### src/rwc_pkg.sv
// rwc_pkg: constants, register map and types of the reset and watchdog controller.
// Assumes one 25 MHz bus clock; analog detectors and fuses arrive as synchronous levels.
//
// How it works
// RULE1 - reset restores registers, then fetch from vector
// RULE2 - any active source forces reset asynchronously; watchdog and supply resets here act on pclk edges
// RULE3 - start-up delay stretches reset after sources
// RULE4 - power-on input resets, rise starts delay
// RULE5 - long external pin low resets without clock
// RULE6 - disable fuse ignores the external pin
// RULE7 - watchdog reset is one-cycle pulse, then delay
// RULE8 - supply flag set below selected level
// RULE9 - supply interrupt when flag set and enabled
// RULE10 - supply flag clears on change, zero, recovery
// RULE11 - supply reset holds until recovery, then start-up
// RULE12 - power-up flag set after supply restored
// RULE13 - watchdog counts 128 kHz oscillator ticks
// RULE14 - watchdog counter clears on kick, disable, reset
// RULE15 - ten periods; expiry in reset mode resets
// RULE16 - watchdog keeps running in sleep modes
// RULE17 - watchdog may interrupt instead of reset
// RULE18 - always-on fuse picks safety level 1 or 2
// RULE19 - level 1: enabling reset mode always accepted
// RULE20 - level 1 disable needs unlock within four cycles
// RULE21 - level 2: always enabled, enable reads one
// RULE22 - level 2: period change needs unlock window
// RULE23 - unlock signature is byte D8 to protect register
// RULE24 - period code doubles from 2048 ticks, max 1001
// RULE25 - combined mode: interrupt first, vector clears, then reset
// RULE26 - reset enable forced while watchdog reset flag set
package rwc_pkg;
  // clock rates and derived counts
  localparam int CLK_HZ         = 25000000;
  localparam int OSC_HZ         = 128000;
  localparam int OSC_DIV        = CLK_HZ / OSC_HZ;
  localparam int STARTUP_US     = 64;
  localparam int STARTUP_CYCLES = (STARTUP_US * (CLK_HZ / 1000) + 999) / 1000;
  localparam int WDT_BASE_TICKS = 2048;

  // watchdog and protection values
  localparam logic [3:0] WDT_MAX_SEL    = 4'h9;
  localparam logic [2:0] PROTECT_WINDOW = 3'h4;
  localparam logic [7:0] UNLOCK_SIG     = 8'hD8;

  // register byte offsets
  localparam logic [7:0] WDT_CTRL_OFS    = 8'h00;
  localparam logic [7:0] PROTECT_OFS     = 8'h04;
  localparam logic [7:0] SUPPLY_CTRL_OFS = 8'h08;
  localparam logic [7:0] RESET_FLAGS_OFS = 8'h0C;
  localparam logic [7:0] WDT_KICK_OFS    = 8'h10;

  // field positions
  localparam int WD_IRQ_FLAG_BIT = 7;
  localparam int WD_IRQ_EN_BIT   = 6;
  localparam int WD_PER_HI_BIT   = 5;
  localparam int WD_RST_EN_BIT   = 3;
  localparam int SUP_FLAG_BIT    = 7;
  localparam int SUP_IRQ_EN_BIT  = 6;
  localparam int FLG_POWER_BIT   = 0;
  localparam int FLG_EXT_BIT     = 1;
  localparam int FLG_WD_BIT      = 3;

  // reset values
  localparam logic [7:0] FLAGS_RST = 8'h01;

  // supply monitor level codes
  localparam logic [2:0] SUP_OFF     = 3'h0;
  localparam logic [2:0] SUP_RST_LO  = 3'h1;
  localparam logic [2:0] SUP_RST_HI  = 3'h2;
  localparam logic [2:0] SUP_FLAG_LO = 3'h3;
  localparam logic [2:0] SUP_FLAG_HI = 3'h4;

  typedef enum logic [1:0] {RS_HOLD, RS_COUNT, RS_RUN} rwc_seq_t;
endpackage

### src/rwc_top.sv
// rwc_top: reset combiner, start-up stretcher, watchdog and supply monitor with APB registers.
// Assumes inputs synchronous to pclk; fuse inputs high mean programmed.
//
// The address map and the APB register port are this design's own decisions.
`timescale 1ns/1ps
module rwc_top #(
  parameter int STARTUP_CYCLES = rwc_pkg::STARTUP_CYCLES,
  parameter int WDT_BASE_TICKS = rwc_pkg::WDT_BASE_TICKS
) (
  input  wire logic        pclk,
  input  wire logic        presetn,
  input  wire logic        psel,
  input  wire logic        penable,
  input  wire logic        pwrite,
  input  wire logic [7:0]  paddr,
  input  wire logic [31:0] pwdata,
  output logic      [31:0] prdata,
  output logic             pready,
  output logic             pslverr,
  input  wire logic        por_low,
  input  wire logic        ext_reset_n,
  input  wire logic        ext_reset_disable_fuse,
  input  wire logic        watchdog_always_on_fuse,
  input  wire logic        supply_below,
  input  wire logic        wdt_kick,
  input  wire logic        watchdog_irq_ack,
  output logic             sys_reset_n,
  output logic             reset_vector_fetch,
  output logic             wdt_reset_pulse,
  output logic             watchdog_irq,
  output logic             supply_low_irq,
  output logic      [2:0]  supply_level_sel
);
  localparam int CW   = $clog2(WDT_BASE_TICKS) + 10;
  localparam int SCW  = $clog2(STARTUP_CYCLES + 1);
  localparam int DIVW = $clog2(rwc_pkg::OSC_DIV + 1);

  // refuse sizes the counters cannot serve
  if (WDT_BASE_TICKS < 2 || (WDT_BASE_TICKS & (WDT_BASE_TICKS - 1)) != 0) begin : g_chk_wdt
    $error("WDT_BASE_TICKS must be a power of two, at least 2");
  end
  if (STARTUP_CYCLES < 1) begin : g_chk_start
    $error("STARTUP_CYCLES must be at least 1");
  end

  // last count of a period: base ticks doubled per code step
  function automatic logic [CW-1:0] wdt_limit(input logic [3:0] sel);
    wdt_limit = CW'((CW'(WDT_BASE_TICKS) << sel) - CW'(1));
  endfunction

  function automatic logic addr_hit(input logic [7:0] a);
    addr_hit = (a == rwc_pkg::WDT_CTRL_OFS) || (a == rwc_pkg::PROTECT_OFS) ||
               (a == rwc_pkg::SUPPLY_CTRL_OFS) || (a == rwc_pkg::RESET_FLAGS_OFS) ||
               (a == rwc_pkg::WDT_KICK_OFS);
  endfunction

  // combined asynchronous reset: no clock needed to force it
  logic rst_async_n;
  assign rst_async_n = presetn & ~por_low & // RULE2 RULE4 RULE5 RULE6
                       (ext_reset_n | ext_reset_disable_fuse);

  // ---------------- apb slave ----------------
  logic        pready_q, pready_d, pslverr_q, pslverr_d;
  logic [31:0] prdata_q, prdata_d;
  logic [7:0]  rd_byte;
  logic        wr_fire, wr_wdt, wr_prot, wr_sup, wr_flags, wr_kick;
  logic        wd_irq_flag_q, wd_irq_en_q, wd_rst_en_q, wd_rst_en_rd;
  logic [3:0]  wd_per_q;
  logic        sup_flag_q, sup_irq_en_q;
  logic [2:0]  sup_level_q;
  logic [7:0]  flags_q;
  logic        level2;

  assign level2       = watchdog_always_on_fuse; // RULE18
  assign wd_rst_en_rd = wd_rst_en_q | flags_q[rwc_pkg::FLG_WD_BIT] | level2; // RULE21 RULE26

  // read mux, data sit in the low byte
  always_comb begin
    unique case (paddr)
      rwc_pkg::WDT_CTRL_OFS:
        rd_byte = {wd_irq_flag_q, wd_irq_en_q, wd_per_q[3], 1'b0, wd_rst_en_rd, wd_per_q[2:0]};
      rwc_pkg::SUPPLY_CTRL_OFS: rd_byte = {sup_flag_q, sup_irq_en_q, 3'h0, sup_level_q};
      rwc_pkg::RESET_FLAGS_OFS: rd_byte = flags_q;
      default:                  rd_byte = 8'h00;
    endcase
  end

  // one wait state: data and pready are registered in the first access cycle
  always_comb begin
    pready_d  = psel & penable & ~pready_q;
    pslverr_d = pready_d & ~addr_hit(paddr);
    prdata_d  = pready_d ? {24'h000000, rd_byte} : 32'h00000000;
  end

  always_ff @(posedge pclk or negedge rst_async_n) begin
    if (!rst_async_n) begin
      pready_q  <= 1'b0;
      pslverr_q <= 1'b0;
      prdata_q  <= 32'h00000000;
    end else begin
      pready_q  <= pready_d;
      pslverr_q <= pslverr_d;
      prdata_q  <= prdata_d;
    end
  end

  assign pready  = pready_q;
  assign pslverr = pslverr_q;
  assign prdata  = prdata_q;

  // writes take effect on the edge that completes the access
  assign wr_fire  = psel & penable & pready_q & pwrite;
  assign wr_wdt   = wr_fire & (paddr == rwc_pkg::WDT_CTRL_OFS);
  assign wr_prot  = wr_fire & (paddr == rwc_pkg::PROTECT_OFS);
  assign wr_sup   = wr_fire & (paddr == rwc_pkg::SUPPLY_CTRL_OFS);
  assign wr_flags = wr_fire & (paddr == rwc_pkg::RESET_FLAGS_OFS);
  assign wr_kick  = wr_fire & (paddr == rwc_pkg::WDT_KICK_OFS);

  // ---------------- start-up sequencer ----------------
  rwc_pkg::rwc_seq_t seq_q, seq_d;
  logic [SCW-1:0]    seq_cnt_q, seq_cnt_d;
  logic              sys_rst_n_q, sys_rst_n_d, fetch_q, fetch_d, core_in_rst;
  logic              wd_pulse_q, wd_pulse_d, sup_rst_q;

  assign core_in_rst = ~sys_rst_n_q;

  // synchronous holds restart the count; release only after the full stretch
  always_comb begin
    seq_d     = seq_q;
    seq_cnt_d = seq_cnt_q;
    if (sup_rst_q) begin
      seq_d     = rwc_pkg::RS_HOLD; // RULE11
      seq_cnt_d = '0;
    end else if (wd_pulse_q) begin
      seq_d     = rwc_pkg::RS_COUNT; // RULE7
      seq_cnt_d = '0;
    end else begin
      unique case (seq_q)
        rwc_pkg::RS_HOLD: begin
          seq_d     = rwc_pkg::RS_COUNT;
          seq_cnt_d = '0;
        end
        rwc_pkg::RS_COUNT: begin
          if (seq_cnt_q == SCW'(STARTUP_CYCLES - 1)) begin
            seq_d = rwc_pkg::RS_RUN; // RULE3
          end else begin
            seq_cnt_d = SCW'(seq_cnt_q + 1'b1);
          end
        end
        rwc_pkg::RS_RUN: seq_d = rwc_pkg::RS_RUN;
      endcase
    end
    sys_rst_n_d = (seq_d == rwc_pkg::RS_RUN);
    fetch_d     = (seq_d == rwc_pkg::RS_RUN) && (seq_q != rwc_pkg::RS_RUN); // RULE1
  end

  // async release lands in counting state, so every source gets the stretch
  always_ff @(posedge pclk or negedge rst_async_n) begin
    if (!rst_async_n) begin
      seq_q       <= rwc_pkg::RS_COUNT;
      seq_cnt_q   <= '0;
      sys_rst_n_q <= 1'b0;
      fetch_q     <= 1'b0;
    end else begin
      seq_q       <= seq_d;
      seq_cnt_q   <= seq_cnt_d;
      sys_rst_n_q <= sys_rst_n_d;
      fetch_q     <= fetch_d;
    end
  end

  assign sys_reset_n        = sys_rst_n_q;
  assign reset_vector_fetch = fetch_q;

  // ---------------- oscillator tick divider ----------------
  logic [DIVW-1:0] div_q, div_d;
  logic            tick_q, tick_d;

  // free-running; the watchdog has no sleep gating so it runs in every mode
  always_comb begin
    tick_d = (div_q == DIVW'(rwc_pkg::OSC_DIV - 1)); // RULE13 RULE16
    div_d  = tick_d ? '0 : DIVW'(div_q + 1'b1);
  end

  always_ff @(posedge pclk or negedge presetn) begin
    if (!presetn) begin
      div_q  <= '0;
      tick_q <= 1'b0;
    end else begin
      div_q  <= div_d;
      tick_q <= tick_d;
    end
  end

  // ---------------- watchdog ----------------
  logic [CW-1:0] wd_cnt_q, wd_cnt_d;
  logic [2:0]    win_q, win_d;
  logic          wd_irq_flag_d, wd_irq_en_d, wd_rst_en_d, wd_irq_q, wd_irq_d;
  logic [3:0]    wd_per_d, wr_per;
  logic          wd_on, timeout, to_irq, to_rst, win_open, per_ok;

  assign wd_on    = wd_rst_en_rd | wd_irq_en_q;
  assign win_open = (win_q != 3'h0);
  assign wr_per   = {pwdata[rwc_pkg::WD_PER_HI_BIT], pwdata[2:0]};
  assign per_ok   = (wr_per <= rwc_pkg::WDT_MAX_SEL); // RULE24

  // period counter and time-out decision
  always_comb begin
    wd_cnt_d = wd_cnt_q;
    timeout  = 1'b0;
    if (core_in_rst || !wd_on || wdt_kick || wr_kick) begin
      wd_cnt_d = '0; // RULE14
    end else if (tick_q) begin
      if (wd_cnt_q == wdt_limit(wd_per_q)) begin
        wd_cnt_d = '0;
        timeout  = 1'b1; // RULE15 RULE24
      end else begin
        wd_cnt_d = CW'(wd_cnt_q + 1'b1);
      end
    end
    // combined mode: a pending flag means the handler never ran, so reset
    to_irq     = timeout & ~level2 & wd_irq_en_q & // RULE17 RULE25
                 ~(wd_rst_en_rd & wd_irq_flag_q);
    to_rst     = timeout & ~to_irq & (level2 | wd_rst_en_rd); // RULE15 RULE18
    wd_pulse_d = to_rst; // RULE7
  end

  // control bits, protection window and interrupt flag
  always_comb begin
    wd_irq_flag_d = wd_irq_flag_q;
    wd_irq_en_d   = wd_irq_en_q;
    wd_rst_en_d   = wd_rst_en_q;
    wd_per_d      = wd_per_q;
    win_d         = win_open ? 3'(win_q - 1'b1) : 3'h0;
    if (wr_prot && pwdata[7:0] == rwc_pkg::UNLOCK_SIG) begin
      win_d = rwc_pkg::PROTECT_WINDOW; // RULE20 RULE23
    end
    if (wr_wdt) begin
      win_d       = 3'h0; // window is used up by any control write
      wd_irq_en_d = pwdata[rwc_pkg::WD_IRQ_EN_BIT];
      if (pwdata[rwc_pkg::WD_IRQ_FLAG_BIT]) begin
        wd_irq_flag_d = 1'b0;
      end
      if (level2) begin
        if (win_open && per_ok) begin
          wd_per_d = wr_per; // RULE22
        end
      end else begin
        if (per_ok) begin
          wd_per_d = wr_per;
        end
        if (pwdata[rwc_pkg::WD_RST_EN_BIT]) begin
          wd_rst_en_d = 1'b1; // RULE19
        end else if (win_open && !flags_q[rwc_pkg::FLG_WD_BIT]) begin
          wd_rst_en_d = 1'b0; // RULE20 RULE26
        end
      end
    end
    if (watchdog_irq_ack) begin
      wd_irq_en_d   = 1'b0; // RULE25
      wd_irq_flag_d = 1'b0;
    end
    if (to_irq) begin
      wd_irq_flag_d = 1'b1; // set wins over any clear
    end
    if (core_in_rst) begin
      wd_irq_flag_d = 1'b0; // RULE1
      wd_irq_en_d   = 1'b0;
      wd_rst_en_d   = 1'b0;
      wd_per_d      = 4'h0;
      win_d         = 3'h0;
    end
    wd_irq_d = wd_irq_flag_d & wd_irq_en_d;
  end

  always_ff @(posedge pclk or negedge rst_async_n) begin
    if (!rst_async_n) begin
      wd_cnt_q      <= '0;
      win_q         <= 3'h0;
      wd_irq_flag_q <= 1'b0;
      wd_irq_en_q   <= 1'b0;
      wd_rst_en_q   <= 1'b0;
      wd_per_q      <= 4'h0;
      wd_irq_q      <= 1'b0;
      wd_pulse_q    <= 1'b0;
    end else begin
      wd_cnt_q      <= wd_cnt_d;
      win_q         <= win_d;
      wd_irq_flag_q <= wd_irq_flag_d;
      wd_irq_en_q   <= wd_irq_en_d;
      wd_rst_en_q   <= wd_rst_en_d;
      wd_per_q      <= wd_per_d;
      wd_irq_q      <= wd_irq_d;
      wd_pulse_q    <= wd_pulse_d;
    end
  end

  assign watchdog_irq    = wd_irq_q;
  assign wdt_reset_pulse = wd_pulse_q;

  // ---------------- reset cause flags ----------------
  logic [7:0] flags_d;
  logic       por_seen_q;

  // survive every reset but power-up; a cleared bit reads zero until the cause recurs
  always_comb begin
    flags_d = flags_q;
    if (wr_flags) begin
      flags_d[rwc_pkg::FLG_POWER_BIT] = flags_q[rwc_pkg::FLG_POWER_BIT] &
                                        pwdata[rwc_pkg::FLG_POWER_BIT];
      flags_d[rwc_pkg::FLG_EXT_BIT]   = flags_q[rwc_pkg::FLG_EXT_BIT] &
                                        pwdata[rwc_pkg::FLG_EXT_BIT];
      flags_d[rwc_pkg::FLG_WD_BIT]    = flags_q[rwc_pkg::FLG_WD_BIT] &
                                        pwdata[rwc_pkg::FLG_WD_BIT];
    end
    if (por_seen_q && !por_low) begin
      flags_d[rwc_pkg::FLG_POWER_BIT] = 1'b1; // RULE12
    end
    if (!ext_reset_n && !ext_reset_disable_fuse) begin
      flags_d[rwc_pkg::FLG_EXT_BIT] = 1'b1; // RULE6
    end
    if (wd_pulse_q) begin
      flags_d[rwc_pkg::FLG_WD_BIT] = 1'b1;
    end
  end

  always_ff @(posedge pclk or negedge presetn) begin
    if (!presetn) begin
      flags_q    <= rwc_pkg::FLAGS_RST;
      por_seen_q <= 1'b0;
    end else begin
      flags_q    <= flags_d;
      por_seen_q <= por_low;
    end
  end

  // ---------------- supply level monitor ----------------
  logic       sup_flag_d, sup_irq_en_d, sup_irq_q, sup_irq_d, sup_rst_d;
  logic [2:0] sup_level_d;
  logic       sup_flag_mode;

  assign sup_flag_mode = (sup_level_q >= rwc_pkg::SUP_FLAG_LO);

  // level kept across core resets so a supply reset can hold and then release
  always_comb begin
    sup_flag_d   = sup_flag_q;
    sup_irq_en_d = sup_irq_en_q;
    sup_level_d  = sup_level_q;
    if (wr_sup) begin
      sup_irq_en_d = pwdata[rwc_pkg::SUP_IRQ_EN_BIT];
      if (pwdata[2:0] <= rwc_pkg::SUP_FLAG_HI) begin
        sup_level_d = pwdata[2:0];
        if (pwdata[2:0] != sup_level_q) begin
          sup_flag_d = 1'b0; // RULE10
        end
      end
      if (!pwdata[rwc_pkg::SUP_FLAG_BIT]) begin
        sup_flag_d = 1'b0; // RULE10
      end
    end
    if (!supply_below) begin
      sup_flag_d = 1'b0; // RULE10
    end
    if (supply_below && sup_flag_mode) begin
      sup_flag_d = 1'b1; // RULE8
    end
    sup_irq_d = sup_flag_d & sup_irq_en_d; // RULE9
    sup_rst_d = supply_below && // RULE11
                (sup_level_q == rwc_pkg::SUP_RST_LO || sup_level_q == rwc_pkg::SUP_RST_HI);
  end

  always_ff @(posedge pclk or negedge presetn) begin
    if (!presetn) begin
      sup_flag_q   <= 1'b0;
      sup_irq_en_q <= 1'b0;
      sup_level_q  <= rwc_pkg::SUP_OFF;
      sup_irq_q    <= 1'b0;
      sup_rst_q    <= 1'b0;
    end else begin
      sup_flag_q   <= sup_flag_d;
      sup_irq_en_q <= sup_irq_en_d;
      sup_level_q  <= sup_level_d;
      sup_irq_q    <= sup_irq_d;
      sup_rst_q    <= sup_rst_d;
    end
  end

  assign supply_low_irq   = sup_irq_q;
  assign supply_level_sel = sup_level_q;

  // ---------------- checks ----------------
  logic [SCW:0] rlow_cnt;

  // counts consecutive cycles of held reset for the stretch check
  always_ff @(posedge pclk or negedge rst_async_n) begin
    if (!rst_async_n) begin
      rlow_cnt <= '0;
    end else if (sys_rst_n_q) begin
      rlow_cnt <= '0;
    end else if (rlow_cnt != {(SCW+1){1'b1}}) begin
      rlow_cnt <= (SCW+1)'(rlow_cnt + 1'b1);
    end
  end
endmodule

### config.mk
export PLATFORM = sky130hd
export DESIGN_NAME = rwc_top
export DESIGN_NICKNAME = d
export VERILOG_FILES = /design/src/rwc_pkg.sv /design/src/rwc_top.sv
export SDC_FILE = /design/constraint.sdc
export NUM_CORES = 1
export LEC_CHECK = 0
export ABC_AREA = 1
export ABC_CLOCK_PERIOD_IN_PS = 4630
export BUFFER_PORTS_ARGS = -buffer_cell sky130_fd_sc_hd__buf_2
export CORE_ASPECT_RATIO = 1.5
export CORE_MARGIN = 8
export CORE_UTILIZATION = 45
export CTS_CLUSTER_DIAMETER = 200
export DETAILED_ROUTE_END_ITERATION = 16
export HOLD_SLACK_MARGIN = 0.15
export PLACE_DENSITY = 0.76
export SKIP_CTS_REPAIR_TIMING = 1
export SLEW_MARGIN = 5
export SYNTH_ARGS = -nofsm -noshare
export SYNTH_HDL_FRONTEND = slang
export SYNTH_SLANG_ARGS = --single-unit
### constraint.sdc
create_clock -name pclk -period 4.63 [get_ports pclk]
set_input_delay 0.6945 -clock pclk [delete_from_list [all_inputs] [get_ports pclk]]
set_output_delay 0.6945 -clock pclk [all_outputs]
set_load 0.05 [all_outputs]
# ---- After elaboration in Yosys (flattened, before gate mapping)
# Index checks and enable logic that the tools add are counted.
dict set report op_classes {
  add_sub_neg 5
  magnitude_cmp 3
  n_eq_ne 21
  shifts 1
  n_mux 51
  bitwise_logic 35
  reduce_logical 33
}
# cell count
set ops {}
lappend ops {{2-to-1 mux 21 bit} 3}
lappend ops {{2-to-1 mux 11 bit} 3}
lappend ops {{2-to-1 mux 1 bit} 27}
lappend ops {{one-hot mux 8 bit (3 select lines)} 1}
lappend ops {{AND 1 bit} 23}
lappend ops {{one-hot mux 11 bit (2 select lines)} 1}
lappend ops {{adder 21 x 1 -> 21 bit, second input constant} 1}
lappend ops {{== test 21 bit} 1}
lappend ops {{<< shifter 12 x 4 -> 21 bit, first input constant} 1}
lappend ops {{subtractor 21 x 2 -> 21 bit, second input constant} 1}
lappend ops {{2-to-1 mux 4 bit} 5}
lappend ops {{== test 8 x 4 -> 1 bit, second input constant} 2}
lappend ops {{== test 8 bit, second input constant} 2}
lappend ops {{2-to-1 mux 8 bit} 2}
lappend ops {{2-to-1 mux 3 bit} 4}
lappend ops {{adder 11 x 1 -> 11 bit, second input constant} 1}
lappend ops {{== test 11 bit, second input constant} 1}
lappend ops {{inequality test 3 x 2 -> 1 bit, second input constant} 3}
lappend ops {{adder 8 x 1 -> 8 bit, second input constant} 1}
lappend ops {{== test 8 x 3 -> 1 bit, second input constant} 1}
lappend ops {{== test 8 x 5 -> 1 bit, second input constant} 1}
lappend ops {{logical AND 1 bit} 8}
lappend ops {{zero test 8 bit} 1}
lappend ops {{logical OR 1 bit} 8}
lappend ops {{22 further kinds} 47}
dict set report totals {
  ff_bits 78
  inputBits 52
  out_inout_bits 42
  word_cells 175
}

# ---- Longest topological paths before layout
# Gate-level depths: netlist (run 1).
dict set report depth {
  depth_word 14
  depth_mapped 16
  depth_no_buf 14
}

# ---- Worst setup path before layout (run 1)
# No wires, ideal clock.
dict set report synth_timing {
  kind {reg2reg}
  from {register wd_per_q[3]}
  to {register wd_cnt_q[16]}
  setup_ns 0.122
  t_arrival_ns 1.944
  t_required_ns 4.508
  setup_slack_ns 2.564
  stages_incl_launch_ff 16
  path_buffers 2
  synth_period_minus_slack_ns 2.066
  path_cell_list {dfrtp_1 buf_6 nor2_4 nand2_1 ha_1 a21oi_1 nand2_1 nor2_1 nand2_1 nor2_1 nand3_1 nor2_2 inv_2 nand2_4 buf_12 o21ai_2}
}
dict set report synth_via {
  elab_chain_len 6
}
# item line_no
set synth_rtl {}
lappend synth_rtl {{start, declared} rwc_top.sv:68} ;# logic [3:0] wd_per_q;
lappend synth_rtl {{start signal, assigned} rwc_top.sv:292} ;# wd_per_q <= wd_per_d;
lappend synth_rtl {{<< shifter 12 x 4 -> 21 bit} rwc_top.sv:48} ;# wdt_limit = CW'((CW'(WDT_BASE_TICKS) << sel) - CW'(1));
lappend synth_rtl {{subtractor 21 x 2 -> 21 bit} rwc_top.sv:48}
lappend synth_rtl {{== test 21 bit} rwc_top.sv:214} ;# if (wd_cnt_q == wdt_limit(wd_per_q)) begin
lappend synth_rtl {{2-to-1 mux 21 bit} rwc_top.sv:214}
lappend synth_rtl {{2-to-1 mux 21 bit} rwc_top.sv:213} ;# end else if (tick_q) begin
lappend synth_rtl {{2-to-1 mux 21 bit} rwc_top.sv:211} ;# if (core_in_rst || !wd_on || wdt_kick || wr_kick) begin
lappend synth_rtl {{end signal, assigned} rwc_top.sv:287} ;# wd_cnt_q <= wd_cnt_d;
lappend synth_rtl {{end, declared} rwc_top.sv:196} ;# logic [CW-1:0] wd_cnt_q, wd_cnt_d;
# Every way passes these cells. The select of a mux whose other input is x is not followed.
# A chain may end at the register's enable or synchronous reset.

# ---- Worst setup path in the final report (run 1)
dict set report layout_timing {
  from {register wd_per_q[1]}
  to {register wd_cnt_q[4]}
}
# Same word-level chain as after synthesis.

==> results.toml, run 1 <==
[setup_path]
crit_start = "wd_per_q[1]$_DFFE_PN0P_"
cp.required_ns = 4.85
r2r_start = "wd_per_q[1]$_DFFE_PN0P_"
path_class = "reg2reg"
worst_ep_arrival_time_ns = 2.71
crit_chain = "inv_1, nand3_1, ha_1, inv_1, nand2_1, nand2_1, xor2_1, nor2_1, nand3_1, nor2_2, inv_2, nand2_4, o21ai_0"
crit_fanout = 17
worstSetupEndpointType = "flip-flop"
rr_worst_depth = 13
slowest_delay_ns = 0.55
slowest_stage = "dfrtp_1"
r2r_setup_slack_ns = 2.14
start_kind = "flip-flop"

[sta]
finalCritPeriodShare_pct = 53.8
fin_skew_ns = 0.00602
period_needed_ns = 2.49
relSlewSlack_pct = 32.6
worst_pin_slew_ns = 1.00
hold_viol = 0
whs_ns = 0.289
setup_viol = 0
timing.fmax_mhz = 402
rsz0062_at_grt = "false"
drv_slew = 0
tns_ns = 0

[detailed_routing]
via_per_inst = 5.26
route.detailed.drc = 0
routed_wl_um = 11000
drt_pass1_iterations = 5
dr.first_iter.drc_count = 177
wl_per_cell_um = 14.4
routed-via-count = 4029
antenna_left = 0

[synthesis]
synth_edf_count = 0
yosys-top-cells-count = "nand2_1 (129), inv_1 (86), dfrtp_1 (75), nor2_1 (53), nand3_1 (46)"
ys_seq_elements = 77
ys_async_sr_fraction_pct = 100
netlist.area_leader.share_pct = 40.3
synth_most_common_cell = "nand2_1"
netlist_instances = 597
ys_seq_area_share_pct = 41.5
ys_types = 44
synthFlopType = "dfrtp_1"
synth_top_area_cell = "dfrtp_1"
synth_area_um2 = 4650
ys_top_cells_by_area = "dfrtp_1 (40%), nand2_1 (10%), inv_1 (6.9%), nand3_1 (4.9%), buf_4 (4.4%)"
yosysWarnings = 0
avgSynthCellArea_um2 = 7.79

[flow_run]
drv_cap = 0

[die]
core-area_um2 = 10100
start_util_pct = 46.2
rows = 45
ioPinCount = 94
die_area_um2 = 13900
die_w_um = 99.0
fp.dieH_um = 141

[placement]
io_buffers = 44
gp_congestion = 0.868
hpwlAfterDp_um = 8470

[clocking]
clk_latency_ns = 0.35
h-tree-depth = 3
cts_sinks = 77
clockBufferDepth = 2
clk_pin_slew_ns = 0.06
numCtsBuffers = 9
cts-root-buf = "clkbuf_16"
cts_tree = "yes"

[cells_and_area]
multi_input_area_um2 = 2220
area.sequential_um2 = 1930
final_net_count = 706
drive_above_1_share_pct = 14.8
area_growth_pct = 12.2
antenna_cells = 0
fillers = 919

[power]
leakage_nw = 2.53
power_density_nw_per_um2 = 340
peakVddDrop_uv = 292

[global_route]
grt_usage_pct = 16.5
grt_overflow = 0
antenna_found_initial = 0
grt_pass1_vias = 4205
grt_max_degree = 30
grt_pass1_wl_um = 18700

[run_status]
status = "complete, no violations"

[worst_hold_path]
hp-class = "in2async"
==> cells by family after synthesis <==
logic type               after synthesis  share of synthesized area, %
AO/OA/AOI/OAI                         81                          10.9
XOR/XNOR                              23                          4.33
adder cells (fa/ha/maj)               10                          2.69
buffers and inverters                124                          12.9
flip-flops                            77                          41.5
multiplexers                           2                         0.457
other                                  1                        0.0806
AND/OR/NAND/NOR                      279                          27.2
==> per-stage QoR <==
stage	util, %	total power [mW]	setup WS, ns	cell area (µm²)	cells
after floorplan	-	0.915	0.523	4740	621
after global placement	48.3	0.938	2.27	4870	750
after detailed placement	48.3	0.957	2.19	4870	750
after CTS	51.8	1.78	2.18	5220	766
after global routing	51.8	1.84	1.91	5220	766
final	51.8	1.77	2.14	5220	766
==> layout make-up <==
cell class / instances / area share, %
tap: 117 / 2.81
clock buffer: 9 / 4.32
multi-input combinational: 420 / 42.5
timing repair buffer: 47 / 4.65
inverter: 89 / 6.40
sequential: 77 / 37.0
clock inverter: 7 / 2.33
==> state kept, by name, indices dropped and copies added, names as in the netlist, 2 cells and up <==
signal,count
wd_cnt_q,21
seq_cnt_q,11
div_q,8
prdata,7
wd_per_q,4
flags_q,3
supply_level_sel,3
win_q,3
seq_q,2
==> layer usage <==
metal | routed length (µm) | vias to the layer above | track usage [%]
li1 | - | 1964 | -
met1 | 4060 | 1925 | 15.8
met2 | 6160 | 113 | 31.7
met3 | 544 | 27 | 4.22
met4 | 268 | 0 | 7.15
met5 | 0 | - | 0
==> path summary, 6_finish.rpt <==
| check | to |
|---|---|
| worst max-delay path | wd_cnt_q[4]$_DFFE_PN0P_ |
| worst min-delay path | div_q[7]$_DFF_PN0_ |
| worst max register to register | wd_cnt_q[4]$_DFFE_PN0P_ |
| worst min register to register | pready$_DFF_PN0_ |
| max in group asynchronous | wd_cnt_q[11]$_DFFE_PN0P_ |
| min in group pclk | pready$_DFF_PN0_ |
==> power by group <==
group          switching, mW  internal [mW]  total (mW)
Combinational          0.155         0.0586       0.214
Sequential            0.0266          0.708       0.735
Clock                  0.295          0.530       0.825
Total                  0.476           1.30        1.77
==> layout by cell type (no fill, tap or decap), types with 7 or more instances in the layout <==
master,Yosys,routed
nor2_4,6,7
nand2_1,129,129
nand3_1,46,46
xor2_1,20,20
nor2_1,53,52
o21ai_2,10,10
o21ai_0,33,33
inv_1,86,86
a21oi_1,18,18
conb_1,1,25
nand4_1,11,11
nor3_1,15,15
dfrtp_1,75,75
clkbuf_16,0,9
buf_2,2,44
ha_1,10,10
==> critical path, delay by kind of cell (launching register included) <==
family | cells | cell delay, ns
adders and majority gates | 1 | 0.28
DFF | 1 | 0.55
and+or+nand+nor | 7 | 0.86
AOI/OAI and AO/OA | 1 | 0.12
xor gates and xnor gates | 1 | 0.15
buffers and inverters | 3 | 0.39
(Power assumes the default switching activity.)
==> run 2: changes to the inputs <==
ABC_CLOCK_PERIOD_IN_PS = 2300   (was 4630)
clock period = 2.3 ns   (was 4.63 ns; I/O delays follow)
==> run 2 against run 1 <==
Compared with the run above: clock skew increased by 0.0013 ns; sequential power is 100% higher; total power up 93%; routed wire length rose by 2.9%; utilization is 1.3 points higher; non-clock buffer count rose by 15; clock power rose by 84%; via count up 0.57%; register-to-register slack worse by 2.0 ns; clock-buffer cell count is 1 higher.
==> results.toml, run 2 (synthesized netlist as in run 1, its figures left out) <==
[cells_and_area]
mostFrequentLayoutCell = "nand2_1"
final_net_count = 722
area_growth_pct = 15.1
largest_register_ff_count = 21
top_register = "wd_cnt_q"
antenna_cells = 0
drive_above_1_share_pct = 16.7
most-common-layout-cells = "nand2_1 (129), inv_1 (86), dfrtp_1 (75), nor2_1 (52), nand3_1 (46)"
top_regs = "wd_cnt_q (21), seq_cnt_q (11), div_q (8)"

[sta]
whs_ns = 0.117
setup_viol = 0
worst_pin_slew_ns = 0.619
timing.fmax_mhz = 464
tns_ns = 0
hold_viol = 0
rsz0062_at_grt = "false"
drv_slew = 0
relSlewSlack_pct = 58.4
finalCritPeriodShare_pct = 93.7
period_needed_ns = 2.16
fin_skew_ns = 0.00736

[power]
power_density_nw_per_um2 = 640
peakVddDrop_uv = 590
leakage_nw = 2.61

[detailed_routing]
dr.first_iter.drc_count = 186
routed-via-count = 4052
route.detailed.drc = 0
routed_wl_um = 11400
drt_pass1_iterations = 5
wl_per_cell_um = 14.5
via_per_inst = 5.18
antenna_left = 0

[clocking]
cts_tree = "yes"
cts-root-buf = "clkbuf_16"
h-tree-depth = 3
clk_latency_ns = 0.34
numCtsBuffers = 9
clockBufferDepth = 2
clk_pin_slew_ns = 0.06
cts_sinks = 77

[setup_path]
r2r_setup_slack_ns = 0.14
crit_fanout = 8
r2r_start = "wd_per_q[1]$_DFFE_PN0P_"
start_kind = "flip-flop"
crit_start = "wd_per_q[1]$_DFFE_PN0P_"
cp.required_ns = 2.53
path_class = "reg2reg"
worst_ep_arrival_time_ns = 2.38
worstSetupEndpointType = "flip-flop"

[global_route]
grt_usage_pct = 16.5
grt_max_degree = 33
grt_pass1_wl_um = 18500
grt_pass1_vias = 4138
grt_overflow = 0
antenna_found_initial = 0

[placement]
gp_congestion = 0.875
io_buffers = 44
hpwlAfterDp_um = 8660

[die]
ioPinCount = 94
die_area_um2 = 13900
start_util_pct = 46.2
core-area_um2 = 10100
fp.dieH_um = 141
rows = 45
die_w_um = 99.0

[run_status]
status = "complete, no violations"

[flow_run]
drv_cap = 0

[worst_hold_path]
hp-class = "in2async"
## run 2: metrics by stage
stage	cells	total power [mW]	area (µm²)	util, %	setup WS (ns)
after global routing	782	3.56	5350	53.1	0.0178
after global placement	762	1.89	4970	49.4	0.0777
after floorplan	621	1.84	4750	-	0.234
after detailed placement	762	1.92	4970	49.4	0.0134
after CTS	778	3.44	5300	52.6	0.00513
final	782	3.42	5350	53.1	0.144
## run 2: where the power goes
part,switching [mW],leakage [nW],internal (mW)
combinational,0.300,1.44,0.125
clock,0.546,0.158,0.976
sequential,0.0515,1.01,1.43
## run 2: final cells by class
cell class / instances / area (µm²)
clock buffers: 10 / 239
flip-flops and latches: 77 / 1930
well taps: 117 / 146
repair buffers: 62 / 370
multi-input cells: 421 / 2240
inverters: 89 / 337
clock inverters: 6 / 86.3
fillers: 913 / 4730
## run 2: worst paths after layout
check                                           end  cells after the start
min in group pclk              por_seen_q$_DFF_PN0_                      1
setup / recovery           wd_cnt_q[16]$_DFFE_PN0P_                     13
hold reg to reg              flags_q[0]$_DFFE_PN1P_                      2
hold / removal                  prdata[5]$_DFF_PN0_                      2
max in group asynchronous        seq_q[0]$_DFF_PN1_                      5
setup reg to reg           wd_cnt_q[16]$_DFFE_PN0P_                     13
## run 2: routing by layer
metal  share of wire [%]  GRT usage [%]  up-vias
met5                   0              0        -
met4                 3.2           7.88        0
met3                 4.2           3.77       27
met2                  56           32.4      103
met1                  37           15.3     1923
li1                    -              -     1999
## run 2: critical path: stages, from the launching register on
cell	delay, ns
dfrtp_1	0.43
nor2_4	0.16
nand2_1	0.09
ha_1	0.23
inv_1	0.14
nand2_1	0.07
nand2_1	0.09
xor2_1	0.07
nor2_1	0.10
nand3_1	0.17
nor2_4	0.19
inv_4	0.09
nand2_4	0.15
o21ai_2	0.07
==> run 3: changes to the inputs <==
RECOVER_POWER = 25   (was unset)
SKIP_CTS_REPAIR_TIMING = unset   (was 1)
==> run 3 against run 2 <==
Compared with the run above: the flow now finishes with violations (capacitance limit, slew limit); first-iteration DRC count is 7.5% lower; total power hardly changed; largest cell class unchanged; die area stayed put; highest routed layer unchanged; final cell count is 0.13% higher; combinational power hardly changed; flip-flop and latch count stayed put; sequential power hardly changed; hold slack better by 0.15 ns; critical path type unchanged; critical endpoint is now wd_cnt_q[14]$_DFFE_PN0P_.
==> results.toml, run 3 (synthesized netlist as in run 1, its figures left out) <==
[clocking]
clockBufferDepth = 2
clk_pin_slew_ns = 0.06
cts-root-buf = "clkbuf_16"
clk_latency_ns = 0.34
cts_sinks = 77
cts_tree = "yes"
numCtsBuffers = 9
h-tree-depth = 3

[sta]
relSlewSlack_pct = -0.604
setup_viol = 0
worst_pin_slew_ns = 1.50
setup_ws_ns = 0.144
drv_slew = 16
period_needed_ns = 2.16
rsz0062_at_grt = "false"
fin_skew_ns = 0.00648
tns_ns = 0
hold_viol = 0
timing.fmax_mhz = 464
finalCritPeriodShare_pct = 93.7

[worst_hold_path]
holdPathStages = 4
whs_endpoint = "flags_q[1]$_DFFE_PN0P_"
holdCritStartpoint = "ext_reset_n"
hp-class = "in2reg"

[cells_and_area]
top_regs = "wd_cnt_q (21), seq_cnt_q (11), div_q (8)"
fillers = 919
antenna_cells = 0
largest_register_ff_count = 21
area.sequential_um2 = 1930
drive_above_1_share_pct = 16.1
mostFrequentLayoutCell = "nand2_1"
multi_input_area_um2 = 2230
final_area_um2 = 5340
area_growth_pct = 14.8
most-common-layout-cells = "nand2_1 (129), inv_1 (86), dfrtp_1 (75), nor2_1 (54), nand3_1 (46)"
top_register = "wd_cnt_q"
final_net_count = 723

[power]
switchingPower_mw = 0.895
intPower_mw = 2.53
pwr-share-seq_pct = 43.2
peakVddDrop_uv = 590
pwr-share-clk_pct = 44.5
power_density_nw_per_um2 = 640
switching_share_pct = 26.1
p_comb_share_pct = 12.4
leakage_nw = 2.60

[die]
die_w_um = 99.0
fp.dieH_um = 141
core-area_um2 = 10100
die_area_um2 = 13900
start_util_pct = 46.2
ioPinCount = 94
rows = 45

[setup_path]
r2r_start = "wd_per_q[1]$_DFFE_PN0P_"
slowest_stage = "dfrtp_1"
crit_fanout = 8
r2r_setup_slack_ns = 0.14
worst_ep_arrival_time_ns = 2.38
worstSetupEndpointType = "flip-flop"
worst_path_most_repeated_cell = "nand2_1"
r2r-end = "wd_cnt_q[14]$_DFFE_PN0P_"
slowest_delay_ns = 0.43
start_kind = "flip-flop"
cp.required_ns = 2.52
path_class = "reg2reg"
rr_worst_depth = 13
crit_start = "wd_per_q[1]$_DFFE_PN0P_"
crit_chain = "nor2_4, nand2_1, ha_1, inv_1, nand2_1, nand2_1, xor2_1, nor2_1, nand3_1, nor2_4, inv_4, nand2_4, o21ai_2"

[detailed_routing]
routed_wl_um = 11300
antenna_left = 0
drt_pass1_iterations = 4
wl_per_cell_um = 14.5
dr.first_iter.drc_count = 172
route.detailed.drc = 0
routed-via-count = 4058
via_per_inst = 5.18

[global_route]
grt_usage_pct = 16.5
grt_max_degree = 33
grt_pass1_vias = 4145
grt_pass1_wl_um = 18600
grt_overflow = 0
antenna_found_initial = 0

[run_status]
violations = "capacitance limit, slew limit"
status = "finished with violations"

[placement]
hpwlAfterDp_um = 8660
io_buffers = 44
place_area_um2 = 4970
place_ws_ns = 0.0134
gp_congestion = 0.875

[flow_run]
drv_cap = 1
-- run 3: changes by cell type in the layout (fill, tap and decap cells not counted) --
cell	previous run	this run
buf_2	44	43
buf_4	16	15
clkbuf_1	0	2
dlygate4sd3_1	1	2
nor2_1	52	54
nor2_4	8	6
-- run 3: metal layers --
layer  wire, µm  track usage [%]  vias up
met5          0                0        -
met4        320             7.88        0
met3        482             3.77       28
met2       6320             32.4      101
met1       4210             15.4     1930
li1           -                -     1999
-- run 3: worst max path at each step --
stage	endpoint	cells past startpoint	slack, ns
after floorplan	wd_cnt_q[16]$_DFFE_PN0P_	15	0.23
after global placement	wd_cnt_q[0]$_DFFE_PN0P_	13	0.08
after detailed placement	wd_cnt_q[7]$_DFFE_PN0P_	13	0.01
after CTS	wd_cnt_q[7]$_DFFE_PN0P_	13	0.005
after global routing	watchdog_irq$_DFF_PN0_	12	0.02
final	wd_cnt_q[14]$_DFFE_PN0P_	13	0.14
-- run 3: layout make-up --
| type | count | share of cell area, % |
|---|---|---|
| repair buffers | 63 | 7.03 |
| clock buffers | 10 | 4.47 |
| flip-flops and latches | 77 | 36.1 |
| clock inverters | 6 | 1.62 |
| inverters | 89 | 6.30 |
| multi-input cells | 421 | 41.7 |
| well taps | 117 | 2.74 |
-- run 3: per-stage QoR --
stage / power (mW) / hold slack [ns] / instances / util (%)
floorplan: 1.84 / 0.0494 / 621 / -
global placement: 1.89 / 0.334 / 762 / 49.4
detailed placement: 1.92 / 0.333 / 762 / 49.4
CTS: 3.44 / 0.248 / 780 / 52.8
global route: 3.56 / 0.288 / 783 / 53.0
finish: 3.42 / 0.263 / 783 / 53.0
-- run 3: timing repair --
action	in CTS	in global routing
hold buffers	2	0
hold endpoints to repair	27	0
setup endpoints to repair	0	18
gates resized for setup	0	3
buffers inserted	0	2
-- run 3: power by group through the flow --
stage               sequential (mW)  clock, mW  combinational [mW]
finish                         1.48       1.52               0.423
global route                   1.48       1.60               0.474
CTS                            1.48       1.54               0.426
detailed placement             1.50          0               0.422
global placement               1.49          0               0.401
floorplan                      1.50          0               0.348
-- run 3: worst max-delay path, delay by kind of cell, from the launching register on --
family | cells | cell delay [ns]
buf+inv | 2 | 0.23
fa+ha+maj | 1 | 0.23
flops | 1 | 0.43
compound gates | 1 | 0.07
simple gates | 8 | 1.02
xor+xnor | 1 | 0.07
